`src/include/csds_pkg.sv`:
```
// constants and types for the region select decode and strobe block
package csds_pkg;

    // -----------------------------------------------------------------
    // geometry
    // -----------------------------------------------------------------
    localparam int unsigned CSDS_NREG     = 5;
    localparam logic [2:0]  CSDS_NREG_L   = 3'h5;

    // -----------------------------------------------------------------
    // register byte offsets (one 32-bit word each)
    // -----------------------------------------------------------------
    localparam logic [7:0]  CSDS_OFS_RGN_END = 8'h28; // regions below this
    localparam logic [7:0]  CSDS_OFS_CTRL    = 8'h28;
    localparam logic [7:0]  CSDS_OFS_STAT    = 8'h2c;
    localparam int unsigned CSDS_IDX_LO      = 3;     // region index bits
    localparam int unsigned CSDS_IDX_HI      = 5;
    localparam int unsigned CSDS_SEL_OPT     = 2;     // 0 start, 1 option

    // -----------------------------------------------------------------
    // field positions
    // -----------------------------------------------------------------
    localparam int unsigned CSDS_F_EN     = 0;   // start word
    localparam int unsigned CSDS_F_PW_LO  = 2;   // option word [3:2]
    localparam int unsigned CSDS_F_PW_HI  = 3;
    localparam int unsigned CSDS_F_DRAM   = 4;
    localparam int unsigned CSDS_F_WT_LO  = 8;   // option word [11:8]
    localparam int unsigned CSDS_F_WT_HI  = 11;
    localparam int unsigned CSDS_F_HI_LO  = 12;  // start / mask [31:12]
    localparam int unsigned CSDS_F_TOPF   = 1;   // control word
    localparam int unsigned CSDS_F_SECF   = 0;

    // -----------------------------------------------------------------
    // encodings
    // -----------------------------------------------------------------
    localparam logic [1:0]  CSDS_PW_32    = 2'h0;
    localparam logic [1:0]  CSDS_PW_16    = 2'h1;
    localparam logic [1:0]  CSDS_PW_8     = 2'h2;
    localparam logic [1:0]  CSDS_PW_32X   = 2'h3;
    localparam logic [1:0]  CSDS_SZ_BYTE  = 2'h0;
    localparam logic [1:0]  CSDS_SZ_HALF  = 2'h1;
    localparam logic [1:0]  CSDS_SZ_WORD  = 2'h2;

    // -----------------------------------------------------------------
    // boot strap values and reset values
    // -----------------------------------------------------------------
    localparam logic [1:0]  CSDS_STRAP_OFF  = 2'h0;
    localparam logic [1:0]  CSDS_STRAP_SRAM = 2'h1;
    localparam logic [1:0]  CSDS_STRAP_DRAM = 2'h2;
    localparam logic [1:0]  CSDS_STRAP_S16  = 2'h3;
    localparam logic [3:0]  CSDS_WAIT_NONE  = 4'h0;
    localparam logic [3:0]  CSDS_WAIT_BOOT  = 4'hf;
    localparam logic [1:0]  CSDS_SETTLE     = 2'h3;
    localparam logic [1:0]  CSDS_PINF_RST   = 2'h3;

    // -----------------------------------------------------------------
    // types
    // -----------------------------------------------------------------
    typedef enum logic [3:0] {
        CSDS_IDLE = 4'b0001,
        CSDS_ROW  = 4'b0010,
        CSDS_WAIT = 4'b0100,
        CSDS_COL  = 4'b1000
    } csds_phase_e;

    typedef struct packed {
        logic [19:0] start;
        logic [19:0] mask;
        logic [3:0]  wait_n;
        logic [1:0]  port_width_code;
        logic        dram;
        logic        en;
    } csds_region_s;

    typedef struct packed {
        logic        valid;
        logic [31:0] addr;
        logic        write;
        logic [1:0]  size;
        logic        big_end;
    } csds_req_s;

    typedef struct packed {
        logic [4:0]  sel_n;
        logic [3:0]  col_n;
        logic        rd_n;
        logic        wr_n;
        logic        dir;
        logic [27:0] addr;
    } csds_pins_s;

    typedef struct packed {
        csds_region_s [4:0] rgn;
        logic [1:0]         pinf;
        logic [2:0][1:0]    strap;
        logic [1:0]         settle;
        logic               boot_pend;
        csds_phase_e        phase;
        logic [3:0]         cnt;
        logic [2:0]         cur;
        logic [3:0]         lanes;
        logic               dram;
        logic [27:0]        maddr;
        logic [4:0]         sel_n;
        logic [3:0]         col_n;
        logic               rd_n;
        logic               wr_n;
        logic               dir;
        logic               done;
        logic               miss;
        logic [31:0]        rdata;
    } csds_state_s;

endpackage : csds_pkg

```
`src/rtl/csds_top.sv`:
```
// region select decode, boot straps and memory strobes
`timescale 1ns/1ps
// Summary of operation
// five active-low region selects, low while an access hits that region
// each region has its own range and DRAM or SRAM timing
// a DRAM region's select acts as row strobe, low with row address
// hit when address AND mask equals start AND mask over bits 31..12
// bits 11..0 never decoded; zero mask bits are ignored
// non-contiguous masks give several separated windows per region
// straps on lines 24/23 sampled at power-up configure region 0
// straps load pin functions, enable, wait, width; 00 leaves disabled
// strap 01 gives 32-bit SRAM, wait 1111, address pins kept
// strap 10 gives 32-bit page DRAM, wait 1111, address pins kept
// strap 11 gives 16-bit SRAM, wait 1111, pins become region-0 strobes
// column strobes only for DRAM regions, low with column address
// 32-bit port lane mapping for bytes and halfwords by endianness
// 16-bit port uses column strobes 3 and 2 only
// 8-bit port uses column strobe 3 only
// direction high for reads, low for writes
// read strobe low while a read cycle runs
// write strobe low while a write cycle runs
// width code 00 32-bit, 01 16-bit, 10 8-bit, 11 32-bit same as 00
// every cycle lasts 2 clocks plus 0..15 wait clocks
// top two address pins carry address only when function bit is 1
// straps captured around reset and applied before the first access
// overlapping hits assert only the lowest numbered select
module csds_top
(
    // clock, reset, enable
    input  wire logic                  clk_sys,
    input  wire logic                  resetn,
    input  wire logic                  ce,
    // register port
    input  wire logic [7:0]            reg_addr,
    input  wire logic [31:0]           reg_wdata,
    input  wire logic                  reg_wr,
    input  wire logic                  reg_rd,
    output      logic [31:0]           reg_rdata,
    // access request from processor or dma
    input  csds_pkg::csds_req_s        req,
    output      logic                  req_ready,
    output      logic                  req_done,
    output      logic                  req_miss,
    // boot straps from address lines 24 and 23
    input  wire logic [1:0]            strap_pins,
    // memory pins
    output csds_pkg::csds_pins_s       mem
);
    import csds_pkg::*;

    // -----------------------------------------------------------------
    // state
    // -----------------------------------------------------------------
    csds_state_s st_ff;
    csds_state_s nxt_st;
    logic [4:0]  hit;
    logic [2:0]  pick;
    logic        found;
    logic [2:0]  ridx;
    logic        boot_rd_n;
    logic        boot_wr_n;

    // -----------------------------------------------------------------
    // region match, one comparator per region
    // -----------------------------------------------------------------
    genvar g;
    generate
        for (g = 0; g < CSDS_NREG; g++)
        begin : g_hit
            // low twelve bits never enter the compare
            assign hit[g] = st_ff.rgn[g].en &&
                ((req.addr[31:CSDS_F_HI_LO] & st_ff.rgn[g].mask) ==
                 (st_ff.rgn[g].start & st_ff.rgn[g].mask));
        end
    endgenerate

    // -----------------------------------------------------------------
    // lane selection for the column strobes
    // -----------------------------------------------------------------
    function automatic logic [3:0] lanes_for
    (
        input logic [1:0] pw,
        input logic [1:0] sz,
        input logic [1:0] a,
        input logic       be
    );
        logic [3:0] ln;
        logic [1:0] ix;
        ln = 4'h0;
        ix = be ? ~a : a;
        case (pw)
            CSDS_PW_8:
                ln = 4'h8;
            CSDS_PW_16:
                if (sz == CSDS_SZ_BYTE)
                    ln = (a[0] ^ be) ? 4'h8 : 4'h4;
                else
                    ln = 4'hc;
            default:
                // width codes 00 and 11 are both 32-bit lanes
                if (sz == CSDS_SZ_WORD)
                    ln = 4'hf;
                else if (sz == CSDS_SZ_HALF)
                    ln = (a[1] ^ be) ? 4'hc : 4'h3;
                else
                    ln = 4'h1 << ix;
        endcase
        return ln;
    endfunction : lanes_for

    // -----------------------------------------------------------------
    // next state
    // -----------------------------------------------------------------
    always_comb
    begin
        nxt_st = st_ff;
        pick   = 3'h0;
        found  = 1'b0;
        ridx   = reg_addr[CSDS_IDX_HI:CSDS_IDX_LO];

        // scanning downward leaves the lowest hit in pick
        for (int i = CSDS_NREG - 1; i >= 0; i--)
        begin
            if (hit[i])
            begin
                pick  = 3'(i);
                found = 1'b1;
            end
        end

        nxt_st.done = 1'b0;
        nxt_st.miss = 1'b0;

        // register writes
        if (reg_wr)
        begin
            if (reg_addr < CSDS_OFS_RGN_END && ridx < CSDS_NREG_L)
            begin
                if (!reg_addr[CSDS_SEL_OPT])
                begin
                    nxt_st.rgn[ridx].start =
                        reg_wdata[31:CSDS_F_HI_LO];
                    nxt_st.rgn[ridx].en    = reg_wdata[CSDS_F_EN];
                end
                else
                begin
                    nxt_st.rgn[ridx].mask   = reg_wdata[31:CSDS_F_HI_LO];
                    nxt_st.rgn[ridx].wait_n =
                        reg_wdata[CSDS_F_WT_HI:CSDS_F_WT_LO];
                    nxt_st.rgn[ridx].port_width_code =
                        reg_wdata[CSDS_F_PW_HI:CSDS_F_PW_LO];
                    nxt_st.rgn[ridx].dram = reg_wdata[CSDS_F_DRAM];
                end
            end
            else if (reg_addr == CSDS_OFS_CTRL)
            begin
                nxt_st.pinf = {reg_wdata[CSDS_F_TOPF],
                               reg_wdata[CSDS_F_SECF]};
            end
        end

        // register reads, answered in the following cycle
        if (reg_rd)
        begin
            nxt_st.rdata = 32'h0;
            if (reg_addr < CSDS_OFS_RGN_END && ridx < CSDS_NREG_L)
            begin
                if (!reg_addr[CSDS_SEL_OPT])
                    nxt_st.rdata = {st_ff.rgn[ridx].start, 11'h0,
                                    st_ff.rgn[ridx].en};
                else
                    nxt_st.rdata = {st_ff.rgn[ridx].mask,
                                    st_ff.rgn[ridx].wait_n, 3'h0,
                                    st_ff.rgn[ridx].dram,
                                    st_ff.rgn[ridx].port_width_code,
                                    2'h0};
            end
            else if (reg_addr == CSDS_OFS_CTRL)
            begin
                nxt_st.rdata = {30'h0, st_ff.pinf};
            end
            else if (reg_addr == CSDS_OFS_STAT)
            begin
                nxt_st.rdata = {20'h0, st_ff.boot_pend, st_ff.cur,
                                st_ff.phase, st_ff.sel_n[3:0]};
            end
        end

        // strap synchroniser: only stages two and three are compared
        nxt_st.strap = {st_ff.strap[1], st_ff.strap[0], strap_pins};
        if (st_ff.boot_pend)
        begin
            if (st_ff.settle != CSDS_SETTLE)
                nxt_st.settle = st_ff.settle + 2'h1;
            else if (st_ff.strap[1] == st_ff.strap[2])
            begin
                nxt_st.boot_pend = 1'b0;
                nxt_st.rgn[0].en = (st_ff.strap[2] != CSDS_STRAP_OFF);
                nxt_st.rgn[0].dram =
                    (st_ff.strap[2] == CSDS_STRAP_DRAM);
                nxt_st.rgn[0].wait_n =
                    (st_ff.strap[2] == CSDS_STRAP_OFF) ?
                    CSDS_WAIT_NONE : CSDS_WAIT_BOOT;
                nxt_st.rgn[0].port_width_code =
                    (st_ff.strap[2] == CSDS_STRAP_S16) ?
                    CSDS_PW_16 : CSDS_PW_32;
                nxt_st.pinf =
                    (st_ff.strap[2] == CSDS_STRAP_S16) ?
                    2'h0 : CSDS_PINF_RST;
            end
        end

        // memory cycle sequencer
        case (st_ff.phase)
            CSDS_IDLE:
            begin
                if (req.valid && req_ready)
                begin
                    if (found)
                    begin
                        nxt_st.phase = CSDS_ROW;
                        nxt_st.cur   = pick;
                        nxt_st.cnt   = st_ff.rgn[pick].wait_n;
                        nxt_st.dram  = st_ff.rgn[pick].dram;
                        nxt_st.lanes = lanes_for(
                            st_ff.rgn[pick].port_width_code, req.size,
                            req.addr[1:0], req.big_end);
                        nxt_st.maddr = req.addr[27:0];
                        nxt_st.sel_n = ~(5'h1 << pick);
                        nxt_st.dir   = ~req.write;
                        nxt_st.rd_n  = req.write;
                        nxt_st.wr_n  = ~req.write;
                    end
                    else
                    begin
                        nxt_st.done = 1'b1;
                        nxt_st.miss = 1'b1;
                    end
                end
            end
            CSDS_ROW:
            begin
                if (st_ff.cnt == 4'h0)
                begin
                    nxt_st.phase = CSDS_COL;
                    nxt_st.col_n = st_ff.dram ? ~st_ff.lanes : 4'hf;
                end
                else
                begin
                    nxt_st.phase = CSDS_WAIT;
                end
            end
            CSDS_WAIT:
            begin
                nxt_st.cnt = st_ff.cnt - 4'h1;
                if (st_ff.cnt == 4'h1)
                begin
                    nxt_st.phase = CSDS_COL;
                    nxt_st.col_n = st_ff.dram ? ~st_ff.lanes : 4'hf;
                end
            end
            CSDS_COL:
            begin
                // the cycle ends here: two clocks plus the wait count
                nxt_st.phase = CSDS_IDLE;
                nxt_st.done  = 1'b1;
                nxt_st.sel_n = 5'h1f;
                nxt_st.col_n = 4'hf;
                nxt_st.rd_n  = 1'b1;
                nxt_st.wr_n  = 1'b1;
                nxt_st.dir   = 1'b1;
            end
            default:
            begin
                nxt_st.phase = CSDS_IDLE;
            end
        endcase
    end

    // -----------------------------------------------------------------
    // state register
    // -----------------------------------------------------------------
    always_ff @(posedge clk_sys or negedge resetn)
    begin
        if (!resetn)
        begin
            st_ff           <= '0;
            st_ff.pinf      <= CSDS_PINF_RST;
            st_ff.boot_pend <= 1'b1;
            st_ff.phase     <= CSDS_IDLE;
            st_ff.sel_n     <= 5'h1f;
            st_ff.col_n     <= 4'hf;
            st_ff.rd_n      <= 1'b1;
            st_ff.wr_n      <= 1'b1;
            st_ff.dir       <= 1'b1;
        end
        else if (ce)
        begin
            st_ff <= nxt_st;
        end
    end

    // -----------------------------------------------------------------
    // outputs
    // -----------------------------------------------------------------
    // no access is taken until the straps have landed in region 0
    assign req_ready = ce && (st_ff.phase == CSDS_IDLE) &&
                       !st_ff.boot_pend;
    assign req_done  = st_ff.done;
    assign req_miss  = st_ff.miss;
    assign reg_rdata = st_ff.rdata;

    assign boot_rd_n = (st_ff.sel_n[0] == 1'b0) ? st_ff.rd_n : 1'b1;
    assign boot_wr_n = (st_ff.sel_n[0] == 1'b0) ? st_ff.wr_n : 1'b1;

    assign mem.sel_n = st_ff.sel_n;
    assign mem.col_n = st_ff.col_n;
    assign mem.rd_n  = st_ff.rd_n;
    assign mem.wr_n  = st_ff.wr_n;
    assign mem.dir   = st_ff.dir;
    assign mem.addr  = {
        st_ff.pinf[1] ? st_ff.maddr[27] : boot_rd_n,
        st_ff.pinf[0] ? st_ff.maddr[26] : boot_wr_n,
        st_ff.maddr[25:0]};

endmodule : csds_top

```
`config.mk`:
```
export PLATFORM = sky130hd
export DESIGN_NAME = csds_top
export DESIGN_NICKNAME = d
export VERILOG_FILES = /design/src/include/csds_pkg.sv /design/src/rtl/csds_top.sv
export SDC_FILE = /design/constraint.sdc
export NUM_CORES = 1
export LEC_CHECK = 0
export BUFFER_PORTS_ARGS = -buffer_cell sky130_fd_sc_hd__clkbuf_2
export CAP_MARGIN = 10
export CORE_UTILIZATION = 50
export DETAILED_ROUTE_END_ITERATION = 7
export PLACE_DENSITY = 0.74
export SETUP_SLACK_MARGIN = 0.1
export SYNTH_ARGS = -nofsm -noshare
export SYNTH_HDL_FRONTEND = slang
export SYNTH_SLANG_ARGS = --single-unit
```
`constraint.sdc`:
```
create_clock -name clk_sys -period 3.65 [get_ports clk_sys]
set_input_delay 0.1825 -clock clk_sys [delete_from_list [all_inputs] [get_ports clk_sys]]
set_output_delay 0.1825 -clock clk_sys [all_outputs]
set_load 0.1 [all_outputs]
```
== Word-level counts from Yosys, hierarchy flattened ==
Cells that the tools add are included.

* Flip-flop bits (word level): 341
* Latch bits: 0
* Bits in writable memories: 0
* Bits in read-only memories: 0
* Input bits: 84
* Output and inout bits: 75
* Logic and storage cells: 202
* Memories: 0

* Add/subtract/negate cells: 2
* Multipliers: 0
* Div/mod/pow operators: 0
* Magnitude comparators: 5
* Equal/unequal tests: 24
* Shifts and indexed selects: 2
* Muxes and demuxes: 77
* Bitwise gates (word level): 16
* Reduce and logical (&&, ||, !) cells: 26

{| class="wikitable"
|+ Operators with widths
! cell !! number
|-
| $bwmux 240 || 6
|-
| $demux 48 s3 || 6
|-
| $bmux 48 s3 || 2
|-
| $mux 240 || 1
|-
| $and 20x20->20 || 10
|-
| $eq 20x20->1 || 5
|-
| $mux 49 || 2
|-
| $mux 48 || 2
|-
| $mux 32 || 2
|-
| $mux 4 || 12
|-
| $mux 10 || 4
|-
| $mux 28 || 1
|-
| $mux 12 || 2
|-
| $mux 8 || 3
|-
| $pmux 4 s2 || 3
|-
| $pmux 4 s3 || 2
|-
| $reduce_and 4->1 || 5
|-
| $mux 3 || 6
|-
| $eq 8x6->1 const B || 2
|-
| $mux 1 || 15
|-
| $mux 2 || 6
|-
| $logic_and 1x1->1 || 10
|-
| $ne 2x2->1 const B || 5
|-
| $pmux 5 s2 || 1
|-
| other kinds (28) || 39
|}

== Logic depth before layout (Yosys ltp) ==
* Depth in word-level cells: 15
* Depth in mapped cells: 14

== Least setup slack after synthesis ==
No wires, ideal clock.

* Kind: register to register
* Start point: register st_ff[89] (netlist bit)
* End point: register st_ff, in the netlist mem[10]
* Data arrival time: 4.093 ns
* Required time: 3.525 ns
* Slack: -0.568 ns
* Stages on the path, launching flop included: 9
* Path buffers: 3
* Cells stage by stage: dfrtp_1 -> clkbuf_1 -> nand3b_1 -> nor3_1 -> and2_1 -> clkbuf_1 -> o31ai_4 -> buf_6 -> mux2_4

* Word-level cells in the longest chain between the ends: 5

{| class="wikitable"
|+ RTL lines
! what !! line !! text
|-
| from (decl) || csds_top.sv:54 || <nowiki>csds_state_s st_ff;</nowiki>
|-
| from (signal assigned) || csds_top.sv:299 || <nowiki>st_ff <= nxt_st;</nowiki>
|-
| $eq 4x1->1 || csds_top.sv:307 || <nowiki>assign req_ready = ce && (st_ff.phase == CSDS_IDLE) &&</nowiki>
|-
| $logic_and 1x1->1 (2 in series) || csds_top.sv:307 ||
|-
| net req_ready || csds_top.sv:41 || <nowiki>output logic req_ready,</nowiki>
|-
| $logic_and 1x1->1 || csds_top.sv:217 || <nowiki>if (req.valid && req_ready)</nowiki>
|-
| $reduce_and 4->1 (no line) || - ||
|}

The timed path passes the listed nets, and every way through them passes these cells.
A chain may end at the register's enable or synchronous reset.

== Worst setup path after layout ==
* Start point: register st_ff[230] (netlist bit)
* End point: register st_ff[77] (netlist bit)

* Word-level cells in the longest chain between the ends: 10
* Elaborated cells on any way between the ends: 15

{| class="wikitable"
|+ RTL lines
! what !! line !! text
|-
| $and 20x20->20 (*) || csds_top.sv:73 || <nowiki>(st_ff.rgn[g].start & st_ff.rgn[g].mask));</nowiki>
|-
| $eq 20x20->1 (*) || csds_top.sv:72 || <nowiki>((req.addr[31:CSDS_F_HI_LO] & st_ff.rgn[g].mask) ==</nowiki>
|-
| $logic_and 1x1->1 (*) || csds_top.sv:71 || <nowiki>assign hit[g] = st_ff.rgn[g].en &&</nowiki>
|-
| $mux 3 (3 in series) || csds_top.sv:124 || <nowiki>if (hit[i])</nowiki>
|-
| $bmux 48 s3 || csds_top.sv:226 || <nowiki>st_ff.rgn[pick].port_width_code, req.size,</nowiki>
|-
| $mux 8 (not written as such) || csds_top.sv:226 ||
|-
| $eq 2x1->1 / $eq 2x2->1 (equally long branches) || csds_top.sv:91 || <nowiki>case (pw)</nowiki>
|-
| $pmux 4 s2 || csds_top.sv:91 ||
|}

Every way passes the cells marked *; elsewhere a longest branch is shown, timed or not. The select of a mux whose other input is x is not followed.

==> flow_summary.toml <==
[sta]
finalHoldViolations = 0
setup_repair_after_global_routing_missed_its_margin = "no"
finalClockSkew_ns = 0.0271
fin_worst_hold_slack_ns = 0.0193
timing.final.ws_setup_ns = 0.219
final-setup-viol-count = 0
setup_total_negative_slack_ns = 0
period_share = 0.940
max_clk_rate_ghz = 0.291
relative_slew_margins = 0.358
timing.final.crit_period_ns = 3.43
slew_viol_final = 0
worst_slew_pin_slew_ns = 0.963

[die]
fp.coreArea_um2 = 35500
std_cell_rows = 69
floorplan.initialDensity = 0.507
ioPinCount = 159
chipHeight_um = 192
dieArea_um2 = 36800
die_x_um = 192

[critical_path]
worst_setup_path_start_kind = "flop"
critical-path-max-stage-delay_ns = 0.42
path_delay_family = "compound AO/OA/AOI/OAI gates"
critical_path_peak_fanout = 7
crit_chain = "xor2_1 > a22oi_1 > buf_4 > nand4_1 > nor3_2 > buf_4 > nand3_1 > o32ai_1 > a211oi_1 > mux2_2 > ha_1 > a22oi_1 > o221ai_1 > o21ai_0"
critical_path.slowest_cell = "sky130_fd_sc_hd__dfrtp_1"
worst_ep_required_ns = 4.11
worstSetupPathType = "reg2reg"
critical_path_buf_inv_count = 2
crit_arrival_ns = 3.89
endpoint_kind = "flop"

[clock_network]
clk_pin_slew_worst_paths_ns = 0.06
ctsRootBufferMaster = "sky130_fd_sc_hd__clkbuf_16"
numCtsBuffers = 39
clkSinkCount = 340
h-tree-depth = 2
clockBufferDepth = 3
clkLatencyLatePin_ns = 0.55
tritoncts = "done"

[global_route]
grt_use_met2 = 0.459
pin_count_of_the_biggest_net_entering_global_routing = 122
grt_overflow = 0
grt_pass1_wl_um = 78100
grt_usage = 0.281
first_global_vias = 13370
grt_util_met1 = 0.362
gr-usage-met3 = 0.0446
busiest_layer = "met2"
grt_antenna_before_repair = 1

[detailed_routing]
drc_errors = 0
drt_first_pass_iters = 6
drt_first_iter_violations = 1215
final_antenna_net_count = 0
detail_route.wirelength_um = 51600
route.detailed.wl_per_inst_um = 23.8
dr_total_vias = 13299
vias_per_cell = 6.13

[logic_synthesis]
synth_async_sr_flop_share = 1.00
synth_nets = 1673
post_syn_instances = 1584
synth_commonest_cells = "325 x sky130_fd_sc_hd__dfrtp_1, 247 x sky130_fd_sc_hd__mux2_2, 102 x sky130_fd_sc_hd__xor2_1"
synth.most_common_cell = "sky130_fd_sc_hd__dfrtp_1"
syn-cell-area_um2 = 18000
netlist-cell-type-count = 63
number_of_flops_mapped_to_enable_cells_by_yosys = 0
synth.yosys.warnings = 0
synthDominantAreaCellType = "sky130_fd_sc_hd__dfrtp_1"
yosys-top-cells-area = "sky130_fd_sc_hd__dfrtp_1 45%, sky130_fd_sc_hd__mux2_2 15%, sky130_fd_sc_hd__xor2_1 5.0%"
ys_ff_latch = 340
post-synth-top-area-fraction = 0.452
synth_seq_area_share = 0.474
synth-main-ff-cell = "sky130_fd_sc_hd__dfrtp_1"
syn-mean-instance-area_um2 = 11.4

[power_and_ir_drop]
vdd_drop_max_uv = 744
standby_leakage_power_nw = 9.74
post_layout_power_mw = 12.0
power_per_cell_area_nw_per_um2 = 590

[place]
postPlaceCellArea_um2 = 18800
gpl.final_weighted_congestion = 1.01
io_buffers = 155
dp.final_hpwl_um = 34600
dp_slack_ns = 0.195

[final_layout]
final_area_um2 = 20300
n_fill_cell = 2896
antennaDiodeCount = 0
flow.area_growth_from_synthesis_pct = 12.9
post_route_cells_drive_above_1_share = 0.339
finish.net_count = 1769

[run_status]
outcome = "completed"

[job]
drv_cap = 0

[worst_hold_path]
hp-class = "in2reg"
## layout by cell type, fill, tap and decap left out, types with 9 or more instances in the layout
| cell | n |
|---|---|
| sky130_fd_sc_hd__xor2_1 | 102 |
| sky130_fd_sc_hd__and2_1 | 11 |
| sky130_fd_sc_hd__mux2i_1 | 73 |
| sky130_fd_sc_hd__clkinv_2 | 9 |
| sky130_fd_sc_hd__dlygate4sd3_1 | 26 |
| sky130_fd_sc_hd__dfstp_2 | 15 |
| sky130_fd_sc_hd__mux2_4 | 25 |
| sky130_fd_sc_hd__nand2_1 | 83 |
| sky130_fd_sc_hd__a22oi_1 | 55 |
| sky130_fd_sc_hd__mux2_2 | 247 |
| sky130_fd_sc_hd__clkbuf_2 | 152 |
| sky130_fd_sc_hd__o22ai_1 | 22 |
| sky130_fd_sc_hd__nor2_1 | 77 |
| sky130_fd_sc_hd__a211oi_1 | 13 |
| sky130_fd_sc_hd__nand3_1 | 14 |
| sky130_fd_sc_hd__inv_1 | 17 |
| sky130_fd_sc_hd__nand4_1 | 15 |
| sky130_fd_sc_hd__buf_4 | 42 |
| sky130_fd_sc_hd__clkbuf_1 | 9 |
| sky130_fd_sc_hd__dfrtp_1 | 325 |
| sky130_fd_sc_hd__o221ai_1 | 15 |
| sky130_fd_sc_hd__o21ai_0 | 99 |
| sky130_fd_sc_hd__a21oi_1 | 70 |
| sky130_fd_sc_hd__clkbuf_16 | 40 |
## worst paths after layout
check                               from  slack, ns  cells after the start      endpoint
setup / recovery              st_ff[230]       0.22                     14     st_ff[77]
hold / removal             reg_wdata[17]       0.02                      2    st_ff[306]
setup reg to reg              st_ff[230]       0.22                     14     st_ff[77]
hold reg to reg             reg_rdata[7]       0.47                      2  reg_rdata[7]
max in group asynchronous         resetn       2.26                      3       mem[21]
min in group asynchronous         resetn       0.32                      2       mem[11]
## per-stage QoR
| step | utilization | std cells |
|---|---|---|
| 2_1_floorplan | - | 1584 |
| 3_3_place_gp | 0.529 | 2074 |
| 3_5_place_dp | 0.529 | 2074 |
| 4_1_cts | 0.572 | 2170 |
| 5_1_grt | 0.573 | 2170 |
| 6_report | 0.573 | 2170 |
## final cells by class
cell class / instances / area, um2 / share of cell area
multi-input cells: 1054 / 8410 / 0.414
clock buffers: 56 / 1130 / 0.0557
inverters: 17 / 63.8 / 0.00314
well taps: 461 / 577 / 0.0284
flip-flops and latches: 340 / 8530 / 0.420
clock inverters: 14 / 139 / 0.00683
repair buffers: 228 / 1480 / 0.0726
## cells by family (layout without fill, tap and decap cells)
| kind of cell | after synthesis | in the layout | synth area share |
|---|---|---|---|
| xor gates and xnor gates | 107 | 107 | 0.0521 |
| adders and majority gates | 5 | 5 | 0.00348 |
| and+or+nand+nor | 257 | 257 | 0.0683 |
| buffers and inverters | 190 | 315 | 0.0621 |
| DFF | 340 | 340 | 0.474 |
| AOI/OAI and AO/OA | 336 | 336 | 0.120 |
| muxes | 349 | 349 | 0.221 |
## layer usage
metal	vias up	share of wire
li1	5831	-
met1	6663	0.40
met2	648	0.48
met3	157	0.070
met4	0	0.050
met5	-	0
## report_power, final
group	internal, mW	leakage (nW)	switching [mW]
Clock	2.30	0.633	1.57
Combinational	0.892	4.58	2.60
Sequential	4.26	4.53	0.361
Total	7.45	9.74	4.53
## state kept, by name, indices dropped and copies added, names as in the netlist
name,cells
nxt_st,4
req_done,1
st_ff,265
reg_rdata,32
req_miss,1
mem,37
## what timing repair did
action,4_1_cts,5_1_grt
endpoints found under the hold margin,158,0
endpoints found under the setup margin,0,2
resized for setup,0,4
buffers inserted,0,0
hold buffers,26,0
Power figures use the tool's default switching activity.
